### src/logic/line_cfg_pkg.sv
// Package: register map, field layouts, reset values and timing of the line configuration bank
`default_nettype none
package line_cfg_pkg;

  // ****************************************
  // Register indices (byte address is four times the index)
  // ****************************************
  localparam int unsigned IDX_W           = 10;
  localparam logic [9:0]  IDX_PULSE_SHAPE = 10'h023;
  localparam logic [9:0]  IDX_AMP_SCALE   = 10'h024;
  localparam logic [9:0]  IDX_TPL_CTRL    = 10'h025;
  localparam logic [9:0]  IDX_TPL_DATA    = 10'h026;
  localparam logic [9:0]  IDX_RJA_CFG     = 10'h027;
  localparam logic [9:0]  IDX_RX_PATH     = 10'h028;
  localparam logic [9:0]  IDX_RX_EQ_LOS   = 10'h029;
  localparam logic [9:0]  IDX_RX_SLICER_THRESHOLD    = 10'h02a;
  localparam logic [9:0]  IDX_RX_STATUS   = 10'h039;

  // ****************************************
  // Field layouts (bit 0 is the last member)
  // ****************************************
  typedef struct packed {
    logic       access_enable;
    logic       access_read;
    logic [1:0] unit_interval;
    logic [3:0] template_sample_index;
  } tpl_ctrl_t;

  typedef struct packed {
    logic       rx_pointer_monitor_mode;
    logic       rx_widen_limit;
    logic       rx_attenuator_enable;
    logic [1:0] rx_attenuator_depth;
    logic       rx_attenuator_corner;
  } rja_cfg_t;

  typedef struct packed {
    logic       rx_power_off;
    logic [2:0] reserved;
    logic       rx_line_code_select;
  } rx_path_t;

  typedef struct packed {
    logic       equalizer_on;
    logic       reserved;
    logic [4:0] los_threshold_code;
  } rx_eq_los_t;

  typedef struct packed {
    logic [1:0] slicer_threshold;
    logic [1:0] peak_update_window;
    logic [1:0] monitor_gain;
  } rx_slicer_threshold_t;

  // ****************************************
  // Reset values
  // ****************************************
  localparam logic [3:0] RST_PULSE_SHAPE = 4'h0;
  localparam logic [5:0] RST_AMP_SCALE   = 6'h21;
  localparam logic [7:0] RST_TPL_CTRL    = 8'h00;
  localparam logic [6:0] RST_TPL_DATA    = 7'h00;
  localparam logic [5:0] RST_RJA_CFG     = 6'h00;
  localparam logic [4:0] RST_RX_PATH     = 5'h00;
  localparam logic [6:0] RST_RX_EQ_LOS   = 7'h15;
  localparam logic [5:0] RST_RX_SLICER_THRESHOLD    = 6'h18;

  // ****************************************
  // Codes and counts
  // ****************************************
  localparam logic [1:0] ARB_WAVE_TOP    = 2'h3;
  localparam logic [7:0] DEPTH_128       = 8'h80;
  localparam logic [7:0] DEPTH_64        = 8'h40;
  localparam logic [7:0] DEPTH_32        = 8'h20;
  localparam logic [7:0] MARGIN_128      = 8'h04;
  localparam logic [7:0] MARGIN_64       = 8'h03;
  localparam logic [7:0] MARGIN_32       = 8'h02;
  localparam logic [5:0] LOS_Q_BASE_DB   = 6'h04;
  localparam logic [5:0] LOS_Q_MAX_DB    = 6'h30;
  localparam logic [4:0] LOS_CODE_MAX    = 5'h16;
  localparam int unsigned LOS_RUN_BITS   = 175;
  localparam logic [7:0] OBS_BASE_BITS   = 8'h20;

endpackage
`default_nettype wire

### src/logic/line_cfg_bank.sv
// Per-link line interface configuration bank with Wishbone register slave
// Operation
// - Amplitude scale applies only to arbitrary waveform
// - Template access honoured only in arbitrary mode
// - Template RAM access only when enable is set
// - Direction bit zero writes, one reads
// - Address RAM by unit interval and sample
// - Write stores seven-bit sample into RAM
// - Pointer monitor shows live or peak interval
// - Widen bandwidth near FIFO over or underflow
// - Enable bit switches receive attenuator on
// - Depth code selects 128, 64 or 32
// - Corner bit selects 5 Hz or 1.26 Hz
// - Power-off bit powers receive path down
// - Line code bit selects B8ZS or AMI
// - Equalizer bit selects short or long haul
// - Threshold code maps to Q in long haul
// - Declare loss after quiet run below Q
// - Top bits 11 select arbitrary waveform
// - Peak observation period 32 to 256 bits
//
// Design decision made here: the Wishbone register port.
`timescale 1ns/1ps
`default_nettype none
module line_cfg_bank #(
  parameter int unsigned ADDR_W   = 12,
  parameter int unsigned LOS_RUN  = line_cfg_pkg::LOS_RUN_BITS,
  parameter int unsigned TPL_UI   = 4,
  parameter int unsigned TPL_TEMPLATE_SAMPLE_INDEX = 16
) (
  // Clock and reset
  input  wire logic              clk_i,
  input  wire logic              rst_i,
  // Wishbone slave
  input  wire logic [ADDR_W-1:0] adr_i,
  input  wire logic [31:0]       dat_i,
  output logic      [31:0]       dat_o,
  input  wire logic              we_i,
  input  wire logic [3:0]        sel_i,
  input  wire logic              cyc_i,
  input  wire logic              stb_i,
  output logic                   ack_o,
  // Transmit pulse generator
  input  wire logic [5:0]        tpl_rd_addr_i,
  output logic      [6:0]        tpl_sample_o,
  output logic      [3:0]        pulse_shape_select_o,
  output logic                   arb_wave_o,
  output logic      [5:0]        amplitude_step_code_o,
  // Receive jitter attenuator
  input  wire logic [6:0]        ptr_interval_i,
  output logic                   rja_enable_o,
  output logic      [7:0]        rja_depth_o,
  output logic                   rja_corner_o,
  output logic                   rja_widen_o,
  // Receive path control
  output logic                   rx_power_down_o,
  output logic                   rx_ami_o,
  output logic                   equalizer_on_o,
  output logic      [5:0]        los_q_db_o,
  output logic      [1:0]        slicer_threshold_o,
  output logic      [1:0]        monitor_gain_o,
  // Line monitor pins
  input  wire logic              rx_bit_clk_i,
  input  wire logic              rx_below_q_i,
  input  wire logic              rx_transition_i,
  output logic                   los_o,
  output logic                   peak_window_o
);

  // ****************************************
  // Bus decode
  // ****************************************
  wire logic                          req;
  wire logic                          wr;
  wire logic [line_cfg_pkg::IDX_W-1:0] idx;
  wire logic                          wr_lane;
  assign req     = cyc_i & stb_i & ~ack_o;
  assign wr      = req & we_i;
  assign idx     = adr_i[ADDR_W-1:2];
  assign wr_lane = wr & sel_i[0];

  wire logic wr_shape;
  wire logic wr_amp;
  wire logic wr_tctl;
  wire logic wr_tdat;
  wire logic wr_rja;
  wire logic wr_rxp;
  wire logic wr_eq;
  wire logic wr_slc;
  assign wr_shape = wr_lane & (idx == line_cfg_pkg::IDX_PULSE_SHAPE);
  assign wr_amp   = wr_lane & (idx == line_cfg_pkg::IDX_AMP_SCALE);
  assign wr_tctl  = wr_lane & (idx == line_cfg_pkg::IDX_TPL_CTRL);
  assign wr_tdat  = wr_lane & (idx == line_cfg_pkg::IDX_TPL_DATA);
  assign wr_rja   = wr_lane & (idx == line_cfg_pkg::IDX_RJA_CFG);
  assign wr_rxp   = wr_lane & (idx == line_cfg_pkg::IDX_RX_PATH);
  assign wr_eq    = wr_lane & (idx == line_cfg_pkg::IDX_RX_EQ_LOS);
  assign wr_slc   = wr_lane & (idx == line_cfg_pkg::IDX_RX_SLICER_THRESHOLD);

  // ****************************************
  // Configuration registers
  // ****************************************
  logic      [3:0]              pulse_shape;
  logic      [5:0]              amp_scale;
  line_cfg_pkg::tpl_ctrl_t      tpl_ctrl;
  logic      [6:0]              tpl_data;
  line_cfg_pkg::rja_cfg_t       rja_cfg;
  line_cfg_pkg::rx_path_t       rx_path;
  line_cfg_pkg::rx_eq_los_t     rx_eq;
  line_cfg_pkg::rx_slicer_threshold_t      rx_slc;
  logic      [6:0]              ptr_int;
  logic                         los;

  always_ff @(posedge clk_i) begin
    if (rst_i) begin
      pulse_shape <= line_cfg_pkg::RST_PULSE_SHAPE;
      amp_scale   <= line_cfg_pkg::RST_AMP_SCALE;
      rja_cfg     <= line_cfg_pkg::RST_RJA_CFG;
      rx_path     <= line_cfg_pkg::RST_RX_PATH;
      rx_eq       <= line_cfg_pkg::RST_RX_EQ_LOS;
      rx_slc      <= line_cfg_pkg::RST_RX_SLICER_THRESHOLD;
    end else begin
      if (wr_shape) pulse_shape <= dat_i[3:0];
      if (wr_amp)   amp_scale   <= dat_i[5:0];
      if (wr_rja)   rja_cfg     <= dat_i[5:0];
      if (wr_rxp)   rx_path     <= {dat_i[4], 3'h0, dat_i[0]};
      if (wr_eq)    rx_eq       <= {dat_i[6], 1'b0, dat_i[4:0]};
      if (wr_slc)   rx_slc      <= dat_i[5:0];
    end
  end

  // ****************************************
  // Pulse template access
  // ****************************************
  logic [6:0] tpl_ram [TPL_UI*TPL_TEMPLATE_SAMPLE_INDEX];
  wire logic       arb_mode;
  wire logic       tpl_go;
  wire logic [5:0] tpl_addr;
  assign arb_mode = (pulse_shape[3:2] == line_cfg_pkg::ARB_WAVE_TOP);
  assign tpl_go   = tpl_ctrl.access_enable & arb_mode;
  assign tpl_addr = {tpl_ctrl.unit_interval, tpl_ctrl.template_sample_index};

  // Enable bit self-clears once the access is done; a new write wins
  always_ff @(posedge clk_i) begin
    if (rst_i) begin
      tpl_ctrl <= line_cfg_pkg::RST_TPL_CTRL;
    end else if (wr_tctl) begin
      tpl_ctrl <= dat_i[7:0];
    end else if (tpl_go) begin
      tpl_ctrl.access_enable <= 1'b0;
    end
  end

  always_ff @(posedge clk_i) begin
    if (tpl_go && !tpl_ctrl.access_read) begin
      tpl_ram[tpl_addr] <= tpl_data;
    end
  end

  always_ff @(posedge clk_i) begin
    if (rst_i) begin
      tpl_data <= line_cfg_pkg::RST_TPL_DATA;
    end else if (tpl_go && tpl_ctrl.access_read) begin
      tpl_data <= tpl_ram[tpl_addr];
    end else if (wr_tdat) begin
      tpl_data <= dat_i[6:0];
    end
  end

  always_ff @(posedge clk_i) begin
    if (rst_i) begin
      tpl_sample_o <= 7'h00;
    end else begin
      tpl_sample_o <= tpl_ram[tpl_rd_addr_i];
    end
  end

  // ****************************************
  // Transmit outputs
  // ****************************************
  always_ff @(posedge clk_i) begin
    if (rst_i) begin
      pulse_shape_select_o  <= line_cfg_pkg::RST_PULSE_SHAPE;
      arb_wave_o            <= 1'b0;
      amplitude_step_code_o <= 6'h00;
    end else begin
      pulse_shape_select_o  <= pulse_shape;
      arb_wave_o            <= arb_mode;
      amplitude_step_code_o <= arb_mode ? amp_scale : 6'h00;
    end
  end

  // ****************************************
  // Receive jitter attenuator
  // ****************************************
  wire logic [7:0] depth;
  wire logic [7:0] margin;
  wire logic [7:0] fill;
  wire logic       near_edge;
  assign depth  = (rja_cfg.rx_attenuator_depth == 2'h0) ? line_cfg_pkg::DEPTH_128 :
                  (rja_cfg.rx_attenuator_depth == 2'h1) ? line_cfg_pkg::DEPTH_64 :
                  line_cfg_pkg::DEPTH_32;
  assign margin = (rja_cfg.rx_attenuator_depth == 2'h0) ? line_cfg_pkg::MARGIN_128 :
                  (rja_cfg.rx_attenuator_depth == 2'h1) ? line_cfg_pkg::MARGIN_64 :
                  line_cfg_pkg::MARGIN_32;
  assign fill      = {1'b0, ptr_interval_i};
  assign near_edge = (fill <= margin) | (fill >= depth - margin);

  always_ff @(posedge clk_i) begin
    if (rst_i) begin
      rja_enable_o <= 1'b0;
      rja_depth_o  <= line_cfg_pkg::DEPTH_128;
      rja_corner_o <= 1'b0;
      rja_widen_o  <= 1'b0;
    end else begin
      rja_enable_o <= rja_cfg.rx_attenuator_enable;
      rja_depth_o  <= depth;
      rja_corner_o <= rja_cfg.rx_attenuator_corner;
      rja_widen_o  <= rja_cfg.rx_attenuator_enable & rja_cfg.rx_widen_limit & near_edge;
    end
  end

  // Live interval, or largest seen while in peak mode
  always_ff @(posedge clk_i) begin
    if (rst_i) begin
      ptr_int <= 7'h00;
    end else if (!rja_cfg.rx_pointer_monitor_mode) begin
      ptr_int <= ptr_interval_i;
    end else if (ptr_interval_i > ptr_int) begin
      ptr_int <= ptr_interval_i;
    end
  end

  // ****************************************
  // Receive path outputs
  // ****************************************
  wire logic [5:0] q_db;
  assign q_db = (rx_eq.los_threshold_code >= line_cfg_pkg::LOS_CODE_MAX) ? line_cfg_pkg::LOS_Q_MAX_DB :
                line_cfg_pkg::LOS_Q_BASE_DB + {rx_eq.los_threshold_code, 1'b0};

  always_ff @(posedge clk_i) begin
    if (rst_i) begin
      rx_power_down_o    <= 1'b0;
      rx_ami_o           <= 1'b0;
      equalizer_on_o     <= 1'b0;
      los_q_db_o         <= 6'h00;
      slicer_threshold_o <= 2'h0;
      monitor_gain_o     <= 2'h0;
    end else begin
      rx_power_down_o    <= rx_path.rx_power_off;
      rx_ami_o           <= rx_path.rx_line_code_select;
      equalizer_on_o     <= rx_eq.equalizer_on;
      los_q_db_o         <= rx_eq.equalizer_on ? q_db : 6'h00;
      slicer_threshold_o <= rx_slc.slicer_threshold;
      monitor_gain_o     <= rx_slc.monitor_gain;
    end
  end

  // ****************************************
  // Line monitor pin synchronisers
  // ****************************************
  logic [1:0] bclk_s;
  logic [1:0] below_s;
  logic [1:0] trans_s;
  logic       bclk_d;
  always_ff @(posedge clk_i) begin
    if (rst_i) begin
      bclk_s  <= 2'h0;
      below_s <= 2'h0;
      trans_s <= 2'h0;
      bclk_d  <= 1'b0;
    end else begin
      bclk_s  <= {bclk_s[0], rx_bit_clk_i};
      below_s <= {below_s[0], rx_below_q_i};
      trans_s <= {trans_s[0], rx_transition_i};
      bclk_d  <= bclk_s[1];
    end
  end

  wire logic bit_tick;
  wire logic quiet;
  assign bit_tick = bclk_s[1] & ~bclk_d;
  assign quiet    = below_s[1] & ~trans_s[1];

  // ****************************************
  // Loss of signal
  // ****************************************
  logic [$clog2(LOS_RUN+1)-1:0] los_cnt;
  always_ff @(posedge clk_i) begin
    if (rst_i) begin
      los_cnt <= '0;
      los     <= 1'b0;
    end else if (bit_tick) begin
      if (!quiet) begin
        los_cnt <= '0;
        los     <= 1'b0;
      end else if (los_cnt == ($clog2(LOS_RUN+1))'(LOS_RUN - 1)) begin
        los     <= 1'b1;
      end else begin
        los_cnt <= los_cnt + 1'b1;
      end
    end
  end

  // ****************************************
  // Peak observation window
  // ****************************************
  logic [7:0] obs_cnt;
  wire logic [8:0] obs_len;
  wire logic [7:0] obs_last;
  assign obs_len  = {1'b0, line_cfg_pkg::OBS_BASE_BITS} << rx_slc.peak_update_window;
  assign obs_last = 8'(obs_len - 9'h001);

  always_ff @(posedge clk_i) begin
    if (rst_i) begin
      obs_cnt       <= 8'h00;
      peak_window_o <= 1'b0;
      los_o         <= 1'b0;
    end else begin
      los_o         <= los;
      peak_window_o <= bit_tick & (obs_cnt >= obs_last);
      if (bit_tick) begin
        obs_cnt <= (obs_cnt >= obs_last) ? 8'h00 : obs_cnt + 8'h01;
      end
    end
  end

  // ****************************************
  // Read mux and acknowledge
  // ****************************************
  // One-hot register select
  wire logic       rd_shape;
  wire logic       rd_amp;
  wire logic       rd_tctl;
  wire logic       rd_tdat;
  wire logic       rd_rja;
  wire logic       rd_rxp;
  wire logic       rd_eq;
  wire logic       rd_slc;
  wire logic       rd_stat;
  wire logic [7:0] rd_byte;

  assign rd_shape = (idx == line_cfg_pkg::IDX_PULSE_SHAPE);
  assign rd_amp   = (idx == line_cfg_pkg::IDX_AMP_SCALE);
  assign rd_tctl  = (idx == line_cfg_pkg::IDX_TPL_CTRL);
  assign rd_tdat  = (idx == line_cfg_pkg::IDX_TPL_DATA);
  assign rd_rja   = (idx == line_cfg_pkg::IDX_RJA_CFG);
  assign rd_rxp   = (idx == line_cfg_pkg::IDX_RX_PATH);
  assign rd_eq    = (idx == line_cfg_pkg::IDX_RX_EQ_LOS);
  assign rd_slc   = (idx == line_cfg_pkg::IDX_RX_SLICER_THRESHOLD);
  assign rd_stat  = (idx == line_cfg_pkg::IDX_RX_STATUS);

  assign rd_byte = ({8{rd_shape}} & {4'h0, pulse_shape}) |
                   ({8{rd_amp}}   & {2'h0, amp_scale}) |
                   ({8{rd_tctl}}  & tpl_ctrl) |
                   ({8{rd_tdat}}  & {1'b0, tpl_data}) |
                   ({8{rd_rja}}   & {2'h0, rja_cfg}) |
                   ({8{rd_rxp}}   & {3'h0, rx_path}) |
                   ({8{rd_eq}}    & {1'b0, rx_eq}) |
                   ({8{rd_slc}}   & {2'h0, rx_slc}) |
                   ({8{rd_stat}}  & {los, ptr_int});

  always_ff @(posedge clk_i) begin
    if (rst_i) begin
      ack_o <= 1'b0;
      dat_o <= 32'h0000_0000;
    end else begin
      ack_o <= req;
      dat_o <= (req && !we_i) ? {24'h00_0000, rd_byte} : 32'h0000_0000;
    end
  end

endmodule  // line_cfg_bank
`default_nettype wire

### config.mk
export PLATFORM = sky130hd
export DESIGN_NAME = line_cfg_bank
export DESIGN_NICKNAME = d
export VERILOG_FILES = /design/src/logic/line_cfg_pkg.sv /design/src/logic/line_cfg_bank.sv
export SDC_FILE = /design/constraint.sdc
export NUM_CORES = 1
export LEC_CHECK = 0
export BUFFER_PORTS_ARGS = -buffer_cell sky130_fd_sc_hd__buf_2
export CAP_MARGIN = 20
export CORE_ASPECT_RATIO = 1.75
export CORE_UTILIZATION = 35
export CTS_CLUSTER_SIZE = 30
export DETAILED_ROUTE_END_ITERATION = 12
export SYNTH_ARGS = -nofsm -noshare
export SYNTH_HDL_FRONTEND = slang
export SYNTH_SLANG_ARGS = --single-unit
### constraint.sdc
create_clock -name clk_i -period 2.8 [get_ports clk_i]
set_input_delay 0.14 -clock clk_i [delete_from_list [all_inputs] [get_ports clk_i]]
set_output_delay 0.14 -clock clk_i [all_outputs]
set_load 0.05 [all_outputs]
==> impl_metrics.ini, run 1 <==
[clocking]
clkLatencyLatePin_ns = 0.64
clk_pin_slew_worst_paths_ns = 0.07
tritoncts = built
cts.sinks = 577
cts-buffers-inserted = 54
htree_num_levels = 2
cts_setup_buffers = 0
cts-root-buf = clkbuf_16
cts_max_path_buffers = 3

[die]
die_y_um = 365
die_w_um = 210
io_pins = 146
coreArea_um2 = 74300
die_area_um2 = 76500
start_util_pct = 35.5
rows = 132

[pwr]
power_switching_mw = 3.83
p_int_mw = 13.7
p_seq_share_pct = 52.0
powerDensity_nw_per_um2 = 565
switching_share_pct = 21.8
ir_drop_uv = 385
clkPwrFrac_pct = 43.6
pwr-share-comb_pct = 4.4
power_leakage_nw = 10.8

[setup_path]
crit_path_end_kind = flip-flop
r2r-end = tpl_data[4]$_SDFFE_PP0P_
path_class = flip-flop to flip-flop
arrival_ns = 3.06
critPathLaunchType = flip-flop
slowest_delay_ns = 0.53
cp_max_fo = 15
worst-r2r-setup-slack_ns = 0.22
cp.required_ns = 3.28
cp_slowest_cell = mux4_2
crit_chain = buf_12 -> buf_4 -> mux4_2 -> nor2b_1 -> o21ai_0 -> o311ai_0 -> a21oi_1 -> or3_1
r2r_cells = 8

[min_path]
holdCritStartpoint = we_i
hp-class = primary input to flip-flop
min_to = dat_o[2]$_SDFF_PP0_
holdPathStages = 3

[layout]
area_delta_synth_final_pct = 17.5
drive_above_1_share_pct = 32.2
layout_common_cells = edfxtp_1, mux4_2, buf_4
final_common_cell = edfxtp_1
layout.nets = 1958

[yosys]
synthTopCellsByArea = edfxtp_1, mux4_2, dfxtp_1
avgSynthCellArea_um2 = 16.2
synth_top_area_share_pct = 51.0
synthFlopType = edfxtp_1
ys_async_sr_fraction_pct = 0
post-synth-top-area-cell = edfxtp_1
synth_cells = 1631
syn_area_um2 = 26400
ys_ff_latch = 577
yosys_warnings = 0
synth_seq_area_share_pct = 60.8
yosysUniqueCellTypes = 68
synth_edf_count = 448

[drt]
via_per_inst = 5.71
drt_first_pass_iters = 6
totalWireLength_mm = 79.9
post_drt_wl_per_cell_um = 28.0
drc_errors = 0
postRouteAntennaNets = 0
dr_total_vias = 16278
initialDrtViolationCount = 1413

[timing]
skew_ns = 0.0399
rsz0062_at_grt = false
slew_headroom_pct = 45.0
hold_viol = 0
finalSetupViolations = 0
hold_ws_ns = 0.0480
tns_ns = 0
fmax_ghz = 0.388
finalCriticalPeriod_ns = 2.58
finalCritPeriodShare_pct = 92.1
worst_slew_pin_slew_ns = 0.815
slew_violations = 0

[global_route]
overflow = 0
grtUsageTotal_pct = 21.0
grt_pass1_vias = 17037
grt_pass1_wl_mm = 115
antenna_found_initial = 1
grt_max_degree = 81

[status]
status = complete, no violations

[run]
cap_violations = 0

[place]
gp_congestion = 0.956
io_buffers = 86
dpl.hpwl_mm = 57.8
## Yosys cell counts (all sizes together), types with 14 or more instances
master / count
a211oi: 17
a21oi: 48
buf: 86
clkbuf: 44
dfxtp: 129
edfxtp: 448
ha: 21
inv: 17
mux2i: 59
mux4: 244
nand2: 86
nand2b: 14
nand3: 37
nor2: 121
nor2b: 45
nor3: 14
o21ai: 31
o22ai: 14
## state kept, by name, indices dropped and copies added (netlist names), 7 cells and up, named ones only
register      cells
dat_o             8
los_cnt           8
obs_cnt           8
ptr_int           7
tpl_data          7
tpl_ram         448
tpl_sample_o      7
## power groups by stage
stage	clock network, mW	logic, mW	registers, mW
global placement	0	0.737	9.32
floorplan	0	0.483	9.34
global route	8.12	0.806	9.12
detailed placement	0	0.743	9.32
finish	7.64	0.767	9.13
CTS	7.78	0.769	9.13
## per-stage QoR
stage,worst slack [ns],instance area [um2],utilization [%],total power [mW],instances
finish,0.222,31000,41.7,17.5,2851
global route,0.142,31000,41.7,18.1,2851
CTS,0.261,31000,41.7,17.7,2850
detailed placement,0.280,29000,39.0,10.1,2727
global placement,0.316,29000,39.0,10.1,2727
floorplan,0.579,26500,-,9.83,1661
## how the worst max path moves through the flow
| stage | startpoint | endpoint | cells after the start |
|---|---|---|---|
| finish | flip-flop | tpl_data[4]$_SDFFE_PP0P_ | 8 |
| CTS | flip-flop | tpl_data[4]$_SDFFE_PP0P_ | 8 |
| detailed placement | flip-flop | tpl_data[4]$_SDFFE_PP0P_ | 8 |
| floorplan | flip-flop | tpl_data[4]$_SDFFE_PP0P_ | 7 |
| global placement | flip-flop | tpl_data[4]$_SDFFE_PP0P_ | 8 |
| global route | flip-flop | tpl_data[2]$_SDFFE_PP0P_ | 9 |
## timing repair
action / CTS / global route
endpoints found under the hold margin: 64 / 0
resized for setup: 0 / 0
hold buffers: 23 / 0
## cell families (layout without fill, tap and decap cells)
kind of cell | after synthesis | count (layout) | share of synthesized area (%)
xor gates and xnor gates | 14 | 14 | 0.465
muxes | 307 | 307 | 23.2
and+or+nand+nor | 383 | 383 | 7.19
AOI/OAI and AO/OA | 181 | 181 | 4.53
DFF | 577 | 577 | 60.8
other | 1 | 32 | 0.0142
adders and majority gates | 21 | 21 | 0.996
buffers and inverters | 147 | 398 | 2.82
## critical path, delay by kind of cell, from the launching register on
family / cells / cell delay [ns]
and+or+nand+nor: 2 / 0.75
muxes: 1 / 0.53
buffers and inverters: 2 / 0.41
AOI/OAI and AO/OA: 3 / 0.38
DFF: 1 / 0.37
## routing by layer
metal  vias to the layer above  global-route usage, %  part of all wire [%]
met4                         0                   15.7                   8.3
met3                       195                   2.57                   5.2
met1                      8414                   22.1                    34
met5                         -                      0                     0
met2                       664                   38.5                    53
li1                       7005                      -                     -
## cell type report
class                      instances  area, um2
inverter                          17       63.8
timing repair buffer             281       2170
fill                            6658      43300
antenna                            1       2.50
clock buffer                      70       1480
sequential                       577      16100
multi-input combinational        937       9730
tap                              938       1170
clock inverter                    30        342
Power figures use the tool's default switching activity.
==> inputs of run 2 (changes only) <==
- CELL_PAD_IN_SITES_DETAIL_PLACEMENT: default -> 1
- CELL_PAD_IN_SITES_GLOBAL_PLACEMENT: default -> 2
- PLACE_DENSITY_LB_ADDON: default -> 0.1
==> run 2 against run 1 <==
Against the previous run:
- critical path type unchanged
- via count decreased by 0.87%
- first-iteration DRC count decreased by 22%
- critical endpoint is now tpl_data[1]$_SDFFE_PP0P_
- fmax decreased by 1.7%
- wire length increased by 9.4%
- flip-flop and latch count unchanged
- worst hold slack improved by 0.0024 ns
- non-clock buffer count increased by 12
- global-route usage increased by 2.2 points
==> impl_metrics.ini, run 2 (synthesis results as in run 1) <==
[status]
status = complete, no violations

[die]
die_area_um2 = 76500
coreArea_um2 = 74300
rows = 132
start_util_pct = 35.5
die_w_um = 210
die_y_um = 365
io_pins = 146

[global_route]
grt_pass1_vias = 17584
grtUsageTotal_pct = 23.2
met3_usage_pct = 2.43
grtUsageMet2_pct = 45.3
met1_usage_pct = 24.8
top_usage_layer = met2
grt_pass1_wl_mm = 126
overflow = 0
antenna_found_initial = 1
grt_max_degree = 77

[layout]
utilization_pct = 42.0
largest_register_ffs = 448
fillers = 7371
drive_above_1_share_pct = 32.7
final_common_cell = edfxtp_1
layout.nets = 1973
layout_common_cells = edfxtp_1, mux4_2, buf_4
n_antenna_cell = 0
fin_area_um2 = 31200
regMostFlops = tpl_ram
area_delta_synth_final_pct = 18.3

[pwr]
p_int_mw = 14.1
powerDensity_nw_per_um2 = 579
switching_share_pct = 22.2
clkPwrFrac_pct = 45.2
power_leakage_nw = 10.9
p_seq_share_pct = 50.5
ir_drop_uv = 411
power_switching_mw = 4.01
pwr-share-comb_pct = 4.3

[drt]
totalWireLength_mm = 87.5
dr_total_vias = 16137
post_drt_wl_per_cell_um = 30.5
postRouteAntennaNets = 0
drc_errors = 0
drt_first_pass_iters = 7
via_per_inst = 5.63
initialDrtViolationCount = 1108

[clocking]
cts_setup_buffers = 0
cts.sinks = 577
cts_max_path_buffers = 3
tritoncts = built
cts_hold_buf = 24
htree_num_levels = 2
cts_resized = 0
cts-buffers-inserted = 57
clkLatencyLatePin_ns = 0.65
cts-root-buf = clkbuf_16
clk_pin_slew_worst_paths_ns = 0.06

[timing]
fmax_ghz = 0.381
slew_violations = 0
worst_slew_pin_slew_ns = 0.924
slew_headroom_pct = 38.4
rsz0062_at_grt = false
hold_ws_ns = 0.0504
finalSetupViolations = 0
finalCriticalPeriod_ns = 2.62
hold_viol = 0
finalCritPeriodShare_pct = 93.7
skew_ns = 0.0236
tns_ns = 0

[setup_path]
path_class = flip-flop to flip-flop
r2r-end = tpl_data[1]$_SDFFE_PP0P_
critPathLaunchType = flip-flop
path_common_cell = buf_4
crit_end = tpl_data[1]$_SDFFE_PP0P_
arrival_ns = 3.13
slowest_delay_ns = 0.66
cp_slowest_cell = dfxtp_4
cp.required_ns = 3.30
crit_path_end_kind = flip-flop
cp_max_fo = 28
crit_chain = buf_4 -> buf_4 -> mux4_2 -> mux2i_1 -> buf_4 -> a21oi_1 -> a211oi_1 -> a211oi_1
r2r_cells = 8
worst-r2r-setup-slack_ns = 0.18

[min_path]
hp-class = primary input to flip-flop

[place]
dpl.hpwl_mm = 62.6
placed_cell_area_um2 = 29000
io_buffers = 86
gp_congestion = 0.831

[run]
cap_violations = 0
[run 2: changes by cell type in the layout (fill, tap and decap cells not counted), moves of 2 or more]
cell,change
buf_4,+13
clkinv_1,+10
clkbuf_1,-6
clkbuf_16,+4
clkbuf_8,-4
bufinv_16,+3
clkinvlp_4,+3
clkinv_2,-2
clkinv_4,+2
clkinvlp_2,+2
inv_1,-2
[run 2: power by group through the flow]
stage	clock network (mW)	logic, mW	registers (mW)
floorplan	0	0.483	9.34
global placement	0	0.767	9.32
detailed placement	0	0.771	9.32
CTS	8.36	0.799	9.13
global route	8.61	0.832	9.12
finish	8.16	0.786	9.13
[run 2: area by class of cell]
type / instances / area [um2] / share of cell area, %
sequential: 577 / 16100 / 51.4
multi-input combinational: 937 / 9730 / 31.1
timing repair buffer: 293 / 2260 / 7.23
clock buffer: 63 / 1490 / 4.78
tap: 938 / 1170 / 3.76
clock inverter: 43 / 457 / 1.46
inverter: 17 / 63.8 / 0.204
[run 2: worst min path at each step]
stage	startpoint	to	slack [ns]	cells after the start
after CTS	tpl_rd_addr_i[5]	tpl_sample_o[4]$_SDFF_PP0_	0.007	5
after global routing	adr_i[6]	pulse_shape[1]$_SDFFE_PP0P_	0.06	5
after detailed placement	rx_below_q_i	below_s[0]$_SDFF_PP0_	0.37	2
after global placement	rx_bit_clk_i	bclk_s[0]$_SDFF_PP0_	0.36	2
after floorplan	dat_i[5]	amp_scale[5]$_SDFFE_PP1P_	0.26	1
final	adr_i[6]	pulse_shape[2]$_SDFFE_PP0P_	0.05	5
[run 2: critical path, delay by kind of cell, from the launching register on]
family	cells	cell delay, ns
buf+inv	3	0.64
flops	1	0.66
mux	2	0.68
compound gates	3	0.50
[run 2: through the flow]
step | worst slack, ns | instances | power [mW]
6_report | 0.177 | 2868 | 18.1
5_1_grt | 0.0838 | 2868 | 18.6
4_1_cts | 0.115 | 2868 | 18.3
3_5_place_dp | 0.148 | 2738 | 10.1
3_3_place_gp | 0.231 | 2738 | 10.1
2_1_floorplan | 0.579 | 1661 | 9.83
[run 2: layer usage]
metal  vias up  part of all wire [%]
li1       7018                     -
met1      8560                    36
met2       420                    56
met3       139                   3.3
met4         0                   4.8
met5         -                     0
